**src/common/tlr_pkg.sv**
```systemverilog
package tlr_pkg;
	// I/O ports: counters 0..2, then the command port
	localparam logic [7:0] PORT_CNT0 = 8'h40;
	localparam logic [7:0] PORT_CNT2 = 8'h42;
	localparam logic [7:0] PORT_CMD  = 8'h43;
	localparam int         NCNT      = 3;

	// Command byte field positions
	localparam int SEL_HI  = 7;
	localparam int SEL_LO  = 6;
	localparam int RW_HI   = 5;
	localparam int RW_LO   = 4;
	localparam int MODE_HI = 3;
	localparam int MODE_LO = 1;
	localparam int BCD_BIT = 0;
	localparam int RB_CNT  = 5;
	localparam int RB_ST   = 4;

	// Status byte field positions
	localparam int ST_OUT  = 7;
	localparam int ST_NULL = 6;

	// Field encodings
	localparam logic [1:0] SEL_RB   = 2'h3;
	localparam logic [1:0] RW_LATCH = 2'h0;
	localparam logic [1:0] RW_LSB   = 2'h1;
	localparam logic [1:0] RW_MSB   = 2'h2;
	localparam logic [1:0] RW_BOTH  = 2'h3;

	// Values after reset
	localparam logic [5:0]  CFG_RST  = 6'h00;
	localparam logic [15:0] CNT_RST  = 16'h0000;
	localparam logic [7:0]  BYTE_RST = 8'h00;
	localparam logic        NULL_RST = 1'b1;

	// Byte pointer for two-byte transfers
	typedef enum logic {
		TLR_BYTE_LO = 1'b0,
		TLR_BYTE_HI = 1'b1
	} tlr_byte_e;
endpackage

```
**src/core/tlr_core.sv**
```systemverilog
// Overview of operation
// - New count accepted without new control.
// - Latch command snapshots the counting element.
// - Snapshot held until read or reprogram.
// - Each counter keeps its own snapshot.
// - Repeated latch before read is ignored.
// - Latch decode: select 7-6, 5-4 zero.
// - Select code 11 means read-back command.
// - Read-back bit 5 low captures count.
// - Read-back bit 4 low captures status.
// - Read-back bits 3-1 mask counters.
// - Status returned first when both captured.
// - Captured count follows status, one/two reads.
// - Repeated read-back before read ignored.
// - Captured items frozen until read/reprogram.
// - Status bit 7 shows output level.
// - Null flag set on write, cleared on load.
// - Status bits 5-0 show programmed setup.
// - Byte size 01 lo, 10 hi, 11 both.
// - Command port 043H, counters 040H-042H.
`timescale 1ns/1ps
`default_nettype none
module tlr_core (
	// Clock and reset
	input  wire logic               mclk,
	input  wire logic               rstn,
	// Byte-wide host I/O
	input  wire logic [7:0]         io_addr,
	input  wire logic               io_wr,
	input  wire logic               io_rd,
	input  wire logic [7:0]         io_wdata,
	output logic      [7:0]         io_rdata,
	// Counting element side
	input  wire logic [2:0][15:0]   ce_value,
	input  wire logic [2:0]         out_level,
	input  wire logic [2:0]         ce_loaded,
	// Programmed setup to the counters
	output logic      [2:0][15:0]   init_count,
	output logic      [2:0]         count_written,
	output logic      [2:0]         ctrl_written,
	output logic      [2:0][1:0]    byte_access_size,
	output logic      [2:0][2:0]    operating_mode_field,
	output logic      [2:0]         bcd_select
);

	// Command decode
	logic       cmd_wr;
	logic [1:0] counter_select_code;
	logic       is_rb;
	logic       capture_count_n;
	logic       capture_status_n;
	logic [2:0] counter_select_mask;
	logic [2:0] port_wr;
	logic [2:0] port_rd;

	// Per-counter state
	logic [5:0]        cfg_q [3];
	logic [5:0]        cfg_d [3];
	logic              prog_q [3];
	logic              prog_d [3];
	logic              null_q [3];
	logic              null_d [3];
	logic [15:0]       init_q [3];
	logic [15:0]       init_d [3];
	logic              cnt_lat_q [3];
	logic              cnt_lat_d [3];
	logic [15:0]       cnt_snap_q [3];
	logic [15:0]       cnt_snap_d [3];
	logic              st_lat_q [3];
	logic              st_lat_d [3];
	logic [7:0]        st_snap_q [3];
	logic [7:0]        st_snap_d [3];
	tlr_pkg::tlr_byte_e wr_ptr_q [3];
	tlr_pkg::tlr_byte_e wr_ptr_d [3];
	tlr_pkg::tlr_byte_e rd_ptr_q [3];
	tlr_pkg::tlr_byte_e rd_ptr_d [3];
	logic [2:0]        cw_q;
	logic [2:0]        cw_d;
	logic [2:0]        ctw_q;
	logic [2:0]        ctw_d;
	logic [7:0]        rdata_q;
	logic [7:0]        rdata_d;

	assign cmd_wr = io_wr && (io_addr == tlr_pkg::PORT_CMD);
	assign counter_select_code = io_wdata[tlr_pkg::SEL_HI:tlr_pkg::SEL_LO];
	assign is_rb = (counter_select_code == tlr_pkg::SEL_RB);
	assign capture_count_n = io_wdata[tlr_pkg::RB_CNT];
	assign capture_status_n = io_wdata[tlr_pkg::RB_ST];
	assign counter_select_mask = io_wdata[tlr_pkg::MODE_HI:tlr_pkg::MODE_LO];

	// Counter port strobes
	always_comb begin
		for (int i = 0; i < tlr_pkg::NCNT; i++) begin
			port_wr[i] = io_wr && (io_addr == tlr_pkg::PORT_CNT0 + 8'(i));
			port_rd[i] = io_rd && (io_addr == tlr_pkg::PORT_CNT0 + 8'(i));
		end
	end

	// Next state of every counter
	always_comb begin
		logic       sel;
		logic [1:0] rw;
		logic [15:0] v;
		sel = 1'b0;
		rw = tlr_pkg::RW_LATCH;
		v = tlr_pkg::CNT_RST;
		rdata_d = rdata_q;
		for (int i = 0; i < tlr_pkg::NCNT; i++) begin
			cfg_d[i] = cfg_q[i];
			prog_d[i] = prog_q[i];
			null_d[i] = null_q[i];
			init_d[i] = init_q[i];
			cnt_lat_d[i] = cnt_lat_q[i];
			cnt_snap_d[i] = cnt_snap_q[i];
			st_lat_d[i] = st_lat_q[i];
			st_snap_d[i] = st_snap_q[i];
			wr_ptr_d[i] = wr_ptr_q[i];
			rd_ptr_d[i] = rd_ptr_q[i];
			cw_d[i] = 1'b0;
			ctw_d[i] = 1'b0;
			rw = cfg_q[i][5:4];
			sel = (counter_select_code == 2'(i));
			if (ce_loaded[i]) begin
				null_d[i] = 1'b0;
			end
			if (cmd_wr && !is_rb && sel) begin
				// latch command when size field is 00
				if (io_wdata[tlr_pkg::RW_HI:tlr_pkg::RW_LO] == tlr_pkg::RW_LATCH) begin
					if (!cnt_lat_q[i]) begin
						cnt_lat_d[i] = 1'b1;
						cnt_snap_d[i] = ce_value[i];
					end
				end else begin
					cfg_d[i] = io_wdata[5:0];
					prog_d[i] = 1'b1;
					null_d[i] = 1'b1;
					cnt_lat_d[i] = 1'b0;
					st_lat_d[i] = 1'b0;
					wr_ptr_d[i] = tlr_pkg::TLR_BYTE_LO;
					rd_ptr_d[i] = tlr_pkg::TLR_BYTE_LO;
					cw_d[i] = 1'b1;
				end
			end
			if (cmd_wr && is_rb && counter_select_mask[i]) begin
				if (!capture_count_n && !cnt_lat_q[i]) begin
					cnt_lat_d[i] = 1'b1;
					cnt_snap_d[i] = ce_value[i];
				end
				if (!capture_status_n && !st_lat_q[i]) begin
					st_lat_d[i] = 1'b1;
					st_snap_d[i] = {out_level[i], null_q[i], cfg_q[i]};
				end
			end
			if (port_wr[i] && prog_q[i]) begin
				null_d[i] = 1'b1;
				unique case (rw)
					tlr_pkg::RW_LSB: begin
						init_d[i][7:0] = io_wdata;
						ctw_d[i] = 1'b1;
					end
					tlr_pkg::RW_MSB: begin
						init_d[i][15:8] = io_wdata;
						ctw_d[i] = 1'b1;
					end
					tlr_pkg::RW_BOTH: begin
						if (wr_ptr_q[i] == tlr_pkg::TLR_BYTE_LO) begin
							init_d[i][7:0] = io_wdata;
							wr_ptr_d[i] = tlr_pkg::TLR_BYTE_HI;
						end else begin
							init_d[i][15:8] = io_wdata;
							wr_ptr_d[i] = tlr_pkg::TLR_BYTE_LO;
							ctw_d[i] = 1'b1;
						end
					end
					default: begin
						null_d[i] = null_q[i];
					end
				endcase
			end
			// Counter port read
			if (port_rd[i]) begin
				if (st_lat_q[i]) begin
					rdata_d = st_snap_q[i];
					st_lat_d[i] = 1'b0;
				end else begin
					v = cnt_lat_q[i] ? cnt_snap_q[i] : ce_value[i];
					// Release only a held latch, a new capture wins
					unique case (rw)
						tlr_pkg::RW_MSB: begin
							rdata_d = v[15:8];
							cnt_lat_d[i] = cnt_lat_d[i] && !cnt_lat_q[i];
						end
						tlr_pkg::RW_BOTH: begin
							if (rd_ptr_q[i] == tlr_pkg::TLR_BYTE_LO) begin
								rdata_d = v[7:0];
								rd_ptr_d[i] = tlr_pkg::TLR_BYTE_HI;
							end else begin
								rdata_d = v[15:8];
								rd_ptr_d[i] = tlr_pkg::TLR_BYTE_LO;
								cnt_lat_d[i] = cnt_lat_d[i] && !cnt_lat_q[i];
							end
						end
						default: begin
							rdata_d = v[7:0];
							cnt_lat_d[i] = cnt_lat_d[i] && !cnt_lat_q[i];
						end
					endcase
				end
			end
		end
	end

	// State registers
	always_ff @(posedge mclk or negedge rstn) begin
		if (!rstn) begin
			for (int i = 0; i < tlr_pkg::NCNT; i++) begin
				cfg_q[i] <= tlr_pkg::CFG_RST;
				prog_q[i] <= 1'b0;
				null_q[i] <= tlr_pkg::NULL_RST;
				init_q[i] <= tlr_pkg::CNT_RST;
				cnt_lat_q[i] <= 1'b0;
				cnt_snap_q[i] <= tlr_pkg::CNT_RST;
				st_lat_q[i] <= 1'b0;
				st_snap_q[i] <= tlr_pkg::BYTE_RST;
				wr_ptr_q[i] <= tlr_pkg::TLR_BYTE_LO;
				rd_ptr_q[i] <= tlr_pkg::TLR_BYTE_LO;
			end
			cw_q <= 3'h0;
			ctw_q <= 3'h0;
			rdata_q <= tlr_pkg::BYTE_RST;
		end else begin
			for (int i = 0; i < tlr_pkg::NCNT; i++) begin
				cfg_q[i] <= cfg_d[i];
				prog_q[i] <= prog_d[i];
				null_q[i] <= null_d[i];
				init_q[i] <= init_d[i];
				cnt_lat_q[i] <= cnt_lat_d[i];
				cnt_snap_q[i] <= cnt_snap_d[i];
				st_lat_q[i] <= st_lat_d[i];
				st_snap_q[i] <= st_snap_d[i];
				wr_ptr_q[i] <= wr_ptr_d[i];
				rd_ptr_q[i] <= rd_ptr_d[i];
			end
			cw_q <= cw_d;
			ctw_q <= ctw_d;
			rdata_q <= rdata_d;
		end
	end

	// Outputs from flip-flops
	always_comb begin
		for (int i = 0; i < tlr_pkg::NCNT; i++) begin
			init_count[i] = init_q[i];
			byte_access_size[i] = cfg_q[i][5:4];
			operating_mode_field[i] = cfg_q[i][3:1];
			bcd_select[i] = cfg_q[i][0];
		end
	end
	assign io_rdata = rdata_q;
	assign count_written = ctw_q;
	assign ctrl_written = cw_q;

	// Helper strobes for checks on counter 0
	logic ctl0;
	logic lat0;
	assign ctl0 = cmd_wr && !is_rb && (counter_select_code == 2'h0) && (io_wdata[5:4] != 2'h0);
	assign lat0 = cmd_wr && !is_rb && (counter_select_code == 2'h0) && (io_wdata[5:4] == 2'h0);
endmodule
`default_nettype wire

```
**config.mk**
```make
export PLATFORM = sky130hd
export DESIGN_NAME = tlr_core
export DESIGN_NICKNAME = d
export VERILOG_FILES = /design/src/common/tlr_pkg.sv /design/src/core/tlr_core.sv
export SDC_FILE = /design/constraint.sdc
export NUM_CORES = 1
export LEC_CHECK = 0
export BUFFER_PORTS_ARGS = -buffer_cell sky130_fd_sc_hd__buf_2
export CORE_UTILIZATION = 50
export CTS_CLUSTER_SIZE = 25
export DETAILED_ROUTE_END_ITERATION = 8
export PLACE_DENSITY = 0.84
export SYNTH_ARGS = -nofsm -noshare
export SYNTH_HDL_FRONTEND = slang
export SYNTH_SLANG_ARGS = --single-unit
```
**constraint.sdc**
```tcl
create_clock -name mclk -period 2 [get_ports mclk]
set_clock_uncertainty 0.15 [all_clocks]
set_input_delay 0.1 -clock mclk [delete_from_list [all_inputs] [get_ports mclk]]
set_output_delay 0.1 -clock mclk [all_outputs]
set_load 0.01 [all_outputs]
```
# Yosys cells after proc, flatten, opt, wreduce, memory -nomap -nowiden
# Cells that the tools add are included.
# W data, S select, Z words.
# classes
reduce_logical	63
eq_ne	25
n_bitwise	1
mux	140
# op_table
cell	count
$mux W16	15
$pmux W8 S2	9
$mux W8	15
$mux W1	98
$eq A8 B7 Y1 const B	4
$logic_and A1 B1 Y1	27
$ne A2 B2 Y1 const B	9
$reduce_and A3 Y1	6
$eq A2 B2 Y1 const B	8
$reduce_and A2 Y1	6
$reduce_bool A2 Y1	6
$logic_not A1 Y1	9
$reduce_or A3 Y1	3
$eq A2 B1 Y1 const B	4
$pmux W1 S2	3
$reduce_or A2 Y1	3
$logic_not A2 Y1	2
$reduce_bool A3 Y1	1
$not A1 Y1	1
# word_totals
elab_cells	265
reg_bits	170

# Depth between registers and ports, before layout
# Gate-level depths: netlist of the first run.
# depth
word_depth	12
depth_mapped	6

# Worst setup path after synthesis of the first run
# No wires, ideal clock.
# synth_timing
path_type	input to register
startpoint	input io_addr[7]
endpoint	register cnt_snap_q[21] in the netlist's numbering
slack_ns	-0.239
t_required_ns	1.725
path_stages	6
arrival_ns	1.964
n_path_buf	2
path_cell_list	or4b_1 > buf_2 > nor4_4 > nand4b_4 > buf_6 > mux2_4
# synth_lines
item	line_no	text
start: declaration	tlr_core.sv:28	input wire logic [7:0] io_addr,
end signal: indexed assignment	tlr_core.sv:222	cnt_snap_q[i] <= tlr_pkg::CNT_RST;
end signal: indexed assignment	tlr_core.sv:238	cnt_snap_q[i] <= cnt_snap_d[i];
end: declaration	tlr_core.sv:67	logic [15:0] cnt_snap_q [3];

# Final worst setup path of the first run
# layout_timing
startpoint	register cfg_q, in the netlist byte_access_size[3]
endpoint	register rdata_q[5], in the netlist io_rdata[5]
# layout_between
elab_chain_cells	5
# layout_rtl
item	line_no	text
start: declaration	tlr_core.sv:57	logic [5:0] cfg_q [3];
start signal: indexed assignment	tlr_core.sv:217	cfg_q[i] <= tlr_pkg::CFG_RST;
start signal: indexed assignment	tlr_core.sv:233	cfg_q[i] <= cfg_d[i];
$eq A2 B2 Y1	tlr_core.sv:188	unique case (rw)
$pmux W8 S2 (*)	tlr_core.sv:188	
$mux W8 (*)	tlr_core.sv:182	if (st_lat_q[i]) begin
$mux W8 (*) (2 in a row)	tlr_core.sv:181	if (port_rd[i]) begin
end signal: assignment	tlr_core.sv:230	rdata_q <= tlr_pkg::BYTE_RST;
end signal: assignment	tlr_core.sv:246	rdata_q <= rdata_d;
end: declaration	tlr_core.sv:81	logic [7:0] rdata_q;
# Every way passes the cells marked *; elsewhere a longest branch is shown, timed or not.
# A chain may end at the register's enable or synchronous reset.

==> flow_summary.yaml, run 1 <==
synthesis:
  ys.warnings.count: 0
  synth_edf_count: 0
  synthXorXnorAreaFrac_pct: 0
  synth_area_leaders: "dfrtp_1 (51%), mux2_2 (16%), mux2i_1 (5.8%), mux2_4 (3.6%), ha_1 (2.3%)"
  synth-seq-cells: 170
  synth-simple-area-share_pct: 8.939
  synth_top_cell_area_share_pct: 50.78
  dominantRegCellSynth: "dfrtp_1"
  synth.mux.area_fraction_pct: 26.04
  synth_compound_area_share_pct: 8.604
  async_flop_share_pct: 100.0
  synth_top_family_by_area: "multiplexers"
  yosysSeqAreaShare_pct: 51.73
  synth_fa_ha_area_share_pct: 2.280
  syn_inst: 639
  synth_area_per_cell_sq_um: 12.88
  synth_common_cells: "dfrtp_1 (167), mux2_2 (120), mux2i_1 (48), clkbuf_1 (24), mux2_4 (20)"
  synth_most_common_cell: "dfrtp_1"
  yosysTopAreaCell: "dfrtp_1"
  synth.net_count: 728
  synth_cell_types: 58
  synth_area_sq_um: 8230
clock_tree:
  clk_latency_ps: 430
  clockRootBuffer: "clkbuf_16"
  cts.sinks: 170
  path_clk_slew_ps: 70
  htree_levels: 4
  numCtsBuffers: 17
  clockBufferDepth: 2
  cts_tree: "built"
die:
  rows: 46
  dieHeight_microns: 130.3
  die_x_microns: 130.3
  die_area_sq_um: 16980
  top_level_ports: 154
  coreArea_sq_um: 16000
  initial_utilization_pct: 51.44
global_routing:
  track_usage_pct: 28.44
  grt_pass1_wl_microns: 35980
  grt-ovfl-total: 0
  grt_max_degree: 49
  antenna_found_initial: 2
  grt_pass1_vias: 6748
timing:
  rsz0062_at_grt: "true"
  fmax_ghz: 0.5085
  period_share_pct: 98.33
  hold_violations: 0
  whs_ps: 28.64
  slew_violations: 0
  worst_pin_slew_ps: 645.7
  slew_headroom_pct: 56.86
  min_period_ps: 1967
  setup_viol: 0
worst_setup_path:
  crit_slowest_cell: "dfrtp_1"
  critical_path_arrival_ps: 2160
  required_ps: 2190
  path_buf_inv: 0
  worstSetupPathType: "register to register"
  critical-path-top-delay-family: "compound AO/OA/AOI/OAI gates"
  max_stage_delay_ps: 400
  cp_max_fo: 8
  critPathLaunchType: "register"
  worstSetupPathDepth: 5
  reg2regPathDepth: 5
  reg2reg_slack_ps: 30
  critical_path.cell_chain: "ha_2 -> mux2_4 -> o221ai_1 -> o211ai_1 -> a211oi_2"
  cp-end-kind: "register"
finish:
  syn2layout_area_growth_pct: 35.71
  multi_input_area_sq_um: 3931
  regArea_sq_um: 4262
  finish.utilization_pct: 69.81
  drive_above_1_share_pct: 47.59
  final_cell_area_sq_um: 11170
  nNetsFinal: 1009
  filler_cell_count: 1103
drt:
  drt_iter0_drc: 472
  avgViaCountPerCell: 5.712
  dr_total_vias: 6574
  wire_per_inst_microns: 20.31
  drc: 0
  drt_first_pass_iters: 7
  drt.antenna.violating_nets: 0
  routed_wl_microns: 23370
hold_path:
  hp-class: "input port to async pin"
run:
  cap_violations: 0
power_and_ir_drop:
  p_per_area_nw_per_um2: 666.8
  p_leak_nw: 5.817
  peakVddDrop_mv: 0.6516
run_status:
  status: "complete, no violations"
placement:
  hpwl_microns: 15980
  placed_area_sq_um: 9823
  globalplace.congestion: 0.9052
  port_buffers: 153
cell families after synthesis:
logic type,count (synthesis)
buffers and inverters,48
AO/OA/AOI/OAI,98
AND/OR/NAND/NOR,119
multiplexers,189
adder cells (fa/ha/maj),15
flip-flops,170
flip-flops by register name, summed over array words and instances, names as in the netlist, 6 cells and up:
register,count
byte_access_size,6
cnt_snap_q,48
init_count,48
io_rdata,8
operating_mode_field,9
st_snap_q,24
layer usage:
metal	GRT usage, %	vias to the layer above	wire length, microns
met5	0	-	0
met4	12.93	0	723
met3	6.027	65	1478
met2	48.37	295	11480
met1	34.75	3260	9692
li1	-	2954	-
per-stage QoR:
| stage | setup slack [ps] | power, W | cells | TNS, ps |
|---|---|---|---|---|
| after floorplan | -230.4 | 0.003846 | 639 | -6388 |
| after global placement | -202.8 | 0.004186 | 1055 | -5283 |
| after CTS | 1.726 | 0.007448 | 1147 | 0 |
| final | 33.36 | 0.007448 | 1151 | 0 |
| after detailed placement | -223.2 | 0.004198 | 1055 | -7408 |
| after global routing | -63.31 | 0.007661 | 1151 | -98.94 |
repair_timing:
| action | 4_1_cts | 5_1_grt |
|---|---|---|
| hold buffers | 59 | 0 |
| hold endpoints to repair | 231 | 0 |
| setup endpoints to repair | 8 | 35 |
| resized for setup | 8 | 29 |
| setup buffers | 1 | 3 |
| pin swaps | 0 | 7 |
power by group:
group / internal [W] / switching [W] / total, W / leakage, nW
clock: 0.00182 / 0.00136 / 0.00318 / 0.262
sequential: 0.00348 / 0.0000382 / 0.00352 / 2.32
combinational: 0.000342 / 0.000407 / 0.000749 / 3.24
path summary, 6_finish.rpt:
path,to,from
setup / recovery,io_rdata[5]$_DFFE_PN0P_,byte_access_size[3]$_DFFE_PN0P_
hold / removal,cnt_snap_q[44]$_DFF_PN0_,rstn
setup reg to reg,io_rdata[5]$_DFFE_PN0P_,byte_access_size[3]$_DFFE_PN0P_
hold reg to reg,prog_q[0]$_DFFE_PN0P_,prog_q[0]$_DFFE_PN0P_
max in group asynchronous,cnt_snap_q[7]$_DFF_PN0_,rstn
min in group mclk,init_count[16]$_DFFE_PN0P_,io_wdata[0]
final cells by class:
type	instances	share of cell area, %
inverter	17	0.5713
tap	216	2.420
timing repair buffer	293	18.53
multi-input combinational	421	35.20
sequential	170	38.15
clock inverter	9	0.8065
clock buffer	23	4.279
antenna	2	0.04481
cells in the final DEF (no fill, tap or decap), types with 10 or more instances in the layout:
cell type        n
o211ai_1        12
mux2_2         120
nor2_1          17
nand3_1         16
clkbuf_16       17
mux2i_1         48
dfrtp_1        164
ha_1            10
mux2_4          21
buf_4           71
buf_2          152
o22ai_1         17
inv_1           17
nor3_1          13
nand2_1         16
dlygate4sd3_1   59
Power figures use the tool's default switching activity.
==> run 2: changes to the inputs <==
--- a/config.mk
+++ b/config.mk
@@ -6,10 +6,12 @@
 export NUM_CORES = 1
 export LEC_CHECK = 0
 export BUFFER_PORTS_ARGS = -buffer_cell sky130_fd_sc_hd__buf_2
-export CORE_UTILIZATION = 50
+export CELL_PAD_IN_SITES_DETAIL_PLACEMENT = 1
+export CELL_PAD_IN_SITES_GLOBAL_PLACEMENT = 1
+export CORE_UTILIZATION = 41
 export CTS_CLUSTER_SIZE = 25
 export DETAILED_ROUTE_END_ITERATION = 8
-export PLACE_DENSITY = 0.84
+export PLACE_DENSITY = 0.85
 export SYNTH_ARGS = -nofsm -noshare
 export SYNTH_HDL_FRONTEND = slang
 export SYNTH_SLANG_ARGS = --single-unit
==> run 2 against run 1 <==
The flow now finishes with violations (setup timing). Routed wire length is 14% higher. Sequential cell count stayed put. Final area is 1.6% higher. Register-to-register slack worse by 60 ps. Worst setup slack worse by 64 ps. Sequential power hardly changed. Non-clock buffer count is 2 lower. Via count is 0.15% higher. Sequential share of layout area is 0.55 points lower. Core utilization is 12 points lower. First-iteration DRC count is 35% lower. Count of clock-buffer cells in the layout is 6 lower.
==> flow_summary.yaml, run 2 (synthesis gave the netlist of run 1 again) <==
run_status:
  status: "finished with violations"
  violations: "setup timing"
worst_setup_path:
  critPathLaunchType: "register"
  required_ps: 2180
  worstSetupPathType: "register to register"
  cp-end-kind: "register"
  critical_path_arrival_ps: 2210
  cp_max_fo: 8
power_and_ir_drop:
  p_leak_nw: 5.849
  finalPower_w: 0.007720
  peakVddDrop_mv: 0.5985
  p_per_area_nw_per_um2: 680.5
die:
  top_level_ports: 154
  coreArea_sq_um: 19590
  initial_utilization_pct: 42.01
  dieHeight_microns: 143.7
  die_x_microns: 143.7
  rows: 51
  die_area_sq_um: 20650
timing:
  worst_pin_slew_ps: 531.8
  rsz0062_at_grt: "true"
  slew_headroom_pct: 64.55
  setup_viol: 2
  slew_violations: 0
  hold_violations: 0
  setup_ws_ps: -30.22
  fmax_ghz: 0.4926
  min_period_ps: 2030
  period_share_pct: 101.5
clock_tree:
  cts.sinks: 170
  clk_latency_ps: 440
  clockRootBuffer: "clkbuf_16"
  numCtsBuffers: 17
  clockBufferDepth: 2
  htree_levels: 4
  path_clk_slew_ps: 70
  cts_tree: "built"
placement:
  hpwl_microns: 18250
  port_buffers: 153
  place_inst: 1101
  placed_area_sq_um: 9862
  globalplace.congestion: 0.8823
drt:
  drt.antenna.violating_nets: 0
  drt_iter0_drc: 307
  drt_first_pass_iters: 5
  wire_per_inst_microns: 22.32
  avgViaCountPerCell: 5.500
  dr_total_vias: 6584
  drc: 0
  routed_wl_microns: 26720
finish:
  drive_above_1_share_pct: 49.62
  nNetsFinal: 1007
  final_common_cell: "dfrtp_1"
  mostFrequentLayoutCells: "dfrtp_1 (161), buf_2 (152), mux2_2 (119)"
  filler_cell_count: 2008
  fin_cells: 1197
  regArea_sq_um: 4265
  final_cell_area_sq_um: 11340
  multi_input_area_sq_um: 4028
  syn2layout_area_growth_pct: 37.82
global_routing:
  grt_max_degree: 53
  grt-ovfl-total: 0
  grt_pass1_vias: 7426
  track_usage_pct: 26.63
  grt_pass1_wl_microns: 40700
  antenna_found_initial: 0
hold_path:
  hp-class: "input port to async pin"
run:
  cap_violations: 0
## run 2: changes by cell type in the layout (fill, tap and decap cells not counted), moves of 3 or more
cell	previous run	this run
inv_8	0	5
ha_4	1	5
o221ai_1	5	2
ha_2	4	1
clkbuf_1	3	0
dfrtp_2	3	6
o221ai_2	0	3
clkbuf_8	3	0
dfrtp_1	164	161
## run 2: final cells by class
| type | count | area share, % |
|---|---|---|
| timing repair buffer | 291 | 18.03 |
| sequential | 170 | 37.60 |
| multi-input combinational | 421 | 35.51 |
| tap | 265 | 2.923 |
| inverter | 17 | 0.5625 |
| clock inverter | 15 | 1.599 |
| clock buffer | 17 | 3.750 |
| antenna | 1 | 0.02206 |
## run 2: metrics by stage
step	setup TNS, ps	utilization, %	hold slack, ps	worst slack, ps
2_1_floorplan	-6388	-	-345.6	-230.4
3_3_place_gp	-9237	50.34	-80.06	-123.4
3_5_place_dp	-12550	50.34	-69.36	-194.9
4_1_cts	0	56.85	8.075	0.7234
5_1_grt	-768.2	57.89	44.18	-101.1
6_report	-51.53	57.90	39.72	-30.22
## run 2: metal layers
| metal | vias to the layer above | wire length, microns | track usage [%] |
|---|---|---|---|
| met1 | 3404 | 10600 | 30.89 |
| met3 | 36 | 1630 | 6.898 |
| met4 | 0 | 580 | 9.798 |
| met5 | - | 0 | 0 |
| li1 | 2943 | - | - |
| met2 | 201 | 13900 | 47.11 |
## run 2: worst paths after layout
kind	startpoint	to	slack [ps]	cells past startpoint
worst max-delay path	byte_access_size[2]$_DFFE_PN0P_	io_rdata[1]$_DFFE_PN0P_	-30	6
worst min-delay path	rstn	cnt_snap_q[39]$_DFF_PN0_	40	2
worst max register to register	byte_access_size[2]$_DFFE_PN0P_	io_rdata[1]$_DFFE_PN0P_	-30	6
worst min register to register	prog_q[0]$_DFFE_PN0P_	prog_q[0]$_DFFE_PN0P_	330	1
max in group asynchronous	rstn	null_q[1]$_DFFE_PN1P_	930	3
min in group mclk	io_wdata[0]	init_count[32]$_DFFE_PN0P_	40	2
## run 2: power by group
group / switching, W / leakage (nW) / internal (W) / total, W
clock network: 0.00154 / 0.286 / 0.00189 / 0.00344
logic: 0.000423 / 3.25 / 0.000339 / 0.000763
registers: 0.0000385 / 2.32 / 0.00348 / 0.00352
total: 0.00201 / 5.85 / 0.00571 / 0.00772
## run 2: repair_timing
item	CTS	global route
endpoints found under the hold margin	232	0
resized for setup	18	40
endpoints found under the setup margin	16	40
hold buffers	57	0
buffers inserted	5	2
pin swaps	4	13
## run 2: worst max-delay path: stages, from the launching register on
cell,delay [ps]
dfrtp_2,440
inv_2,80
ha_4,180
mux2_4,360
o221ai_1,200
o211ai_1,240
a211oi_1,280
==> run 3: changes to the inputs <==
--- a/config.mk
+++ b/config.mk
@@ -8,9 +8,11 @@
 export BUFFER_PORTS_ARGS = -buffer_cell sky130_fd_sc_hd__buf_2
 export CELL_PAD_IN_SITES_DETAIL_PLACEMENT = 1
 export CELL_PAD_IN_SITES_GLOBAL_PLACEMENT = 1
+export CORE_MARGIN = 8
 export CORE_UTILIZATION = 41
 export CTS_CLUSTER_SIZE = 25
 export DETAILED_ROUTE_END_ITERATION = 8
+export HOLD_SLACK_MARGIN = 0.15
 export PLACE_DENSITY = 0.85
 export SYNTH_ARGS = -nofsm -noshare
 export SYNTH_HDL_FRONTEND = slang
==> constraint.sdc (replaced) <==
create_clock -name mclk -period 2 [get_ports mclk]
set_clock_uncertainty 0.15 [all_clocks]
set_input_delay 0.1 -clock mclk [delete_from_list [all_inputs] [get_ports mclk]]
set_output_delay 0.1 -clock mclk [all_outputs]
set_load 0.005 [all_outputs]
==> run 3 against run 2 <==
The run still ends with setup timing left. Hold slack improved by 88 ps. Worst setup slack worse by 46 ps. Sequential cell count unchanged. Die area rose by 20%. Non-clock buffer count grew 19. Register-to-register slack got worse by 50 ps. Core utilization down 0.37 points. Combinational power is 6.2% higher.
==> flow_summary.yaml, run 3 (synthesis gave the netlist of run 1 again) <==
drt:
  drc: 0
  wire_per_inst_microns: 24.31
  drt.antenna.violating_nets: 0
  routed_wl_microns: 29730
  dr_total_vias: 6861
  drt_iter0_drc: 440
  avgViaCountPerCell: 5.610
  drt_first_pass_iters: 4
run_status:
  status: "finished with violations"
  violations: "setup timing"
clock_tree:
  path_clk_slew_ps: 70
  clk_latency_ps: 440
  cts_tree: "built"
  htree_levels: 4
  numCtsBuffers: 17
  cts_hold_buf: 73
  clockRootBuffer: "clkbuf_16"
  clockBufferDepth: 2
  cts.sinks: 170
placement:
  place_inst: 1109
  globalplace.congestion: 0.8454
  hpwl_microns: 19530
  placed_area_sq_um: 9903
  place_ws_ps: -210.6
  port_buffers: 153
worst_setup_path:
  required_ps: 2210
  critPathLaunchType: "register"
  critical_path.cell_chain: "ha_4 -> mux2_4 -> o221ai_1 -> o211ai_1 -> a211oi_2"
  worstSetupPathType: "register to register"
  crit_slowest_cell: "dfrtp_2"
  critical-path-top-delay-family: "compound AO/OA/AOI/OAI gates"
  reg2regPathDepth: 5
  cp_max_fo: 8
  path_buf_inv: 0
  cp-end-kind: "register"
  critical_path_arrival_ps: 2280
  max_stage_delay_ps: 450
  worstSetupPathDepth: 5
die:
  die_area_sq_um: 24860
  die_x_microns: 157.7
  initial_utilization_pct: 41.21
  dieHeight_microns: 157.7
  top_level_ports: 154
  rows: 52
  coreArea_sq_um: 19970
finish:
  regArea_sq_um: 4264
  fin_cells: 1223
  nNetsFinal: 1026
  filler_cell_count: 2035
  mostFrequentLayoutCells: "dfrtp_1 (162), buf_2 (152), mux2_2 (119)"
  drive_above_1_share_pct: 48.68
  finish.utilization_pct: 57.54
  final_cell_area_sq_um: 11490
  syn2layout_area_growth_pct: 39.63
  final_common_cell: "dfrtp_1"
  multi_input_area_sq_um: 4011
timing:
  worst_pin_slew_ps: 570.4
  rsz0062_at_grt: "true"
  setup_viol: 1
  setup_ws_ps: -76.09
  min_period_ps: 2076
  period_share_pct: 103.8
  hold_violations: 0
  whs_ps: 127.3
  slew_violations: 0
  fmax_ghz: 0.4817
  slew_headroom_pct: 61.97
global_routing:
  grt_pass1_vias: 7799
  grt_max_degree: 56
  track_usage_pct: 23.76
  grt_pass1_wl_microns: 44470
  grt-ovfl-total: 0
  antenna_found_initial: 1
power_and_ir_drop:
  peakVddDrop_mv: 0.5404
  p_per_area_nw_per_um2: 663.2
  p_leak_nw: 5.927
hold_path:
  hp-class: "input port to register"
  holdPathStages: 5
run:
  cap_violations: 0
[run 3: path summary, 6_finish.rpt]
kind	startpoint	slack, ps	endpoint
min reg2reg	prog_q[1]$_DFFE_PN0P_	350	prog_q[1]$_DFFE_PN0P_
max in group asynchronous	rstn	390	null_q[2]$_DFFE_PN1P_
max	byte_access_size[3]$_DFFE_PN0P_	-80	io_rdata[1]$_DFFE_PN0P_
min in group asynchronous	rstn	590	cnt_snap_q[43]$_DFF_PN0_
max reg2reg	byte_access_size[3]$_DFFE_PN0P_	-80	io_rdata[1]$_DFFE_PN0P_
min	io_addr[2]	130	ctrl_written[2]$_DFF_PN0_
[run 3: area by class of cell]
type / instances / share of cell area [%]
antenna: 4 / 0.08710
clock buffer: 21 / 3.832
clock inverter: 10 / 1.045
inverter: 17 / 0.5553
multi-input combinational: 421 / 34.90
sequential: 170 / 37.10
tap: 270 / 2.940
timing repair buffer: 310 / 19.53
[run 3: what timing repair did]
item,4_1_cts,5_1_grt
gates resized for setup,21,36
hold endpoints to repair,297,1
pin swaps,2,9
setup endpoints to repair,9,40
setup buffers,1,6
[run 3: layer usage]
metal,vias to the layer above,track usage [%],part of all wire [%]
li1,2974,-,-
met1,3543,26.46,38
met2,271,41.49,52
met3,73,7.235,6.9
met4,0,9.927,3.5
met5,-,0,0
[run 3: worst min-delay path, cell delays in order]
cell    delay, ps
buf_2          90
or4b_4        170
buf_12        120
or2_2         140
nor3_1         60
[run 3: where the power goes]
group	leakage [nW]	switching, W	total [W]	internal, W
registers	2.32	0.0000434	0.00352	0.00348
logic	3.34	0.000441	0.000810	0.000369
clock network	0.268	0.00145	0.00329	0.00184
total	5.93	0.00193	0.00762	0.00569
[run 3: metrics by stage]
| stage | TNS (ps) | power, W |
|---|---|---|
| after floorplan | -6388 | 0.003834 |
| after global placement | -8424 | 0.004192 |
| after detailed placement | -12630 | 0.004217 |
| after CTS | 0 | 0.007613 |
| after global routing | -631.7 | 0.007847 |
| final | -76.09 | 0.007622 |
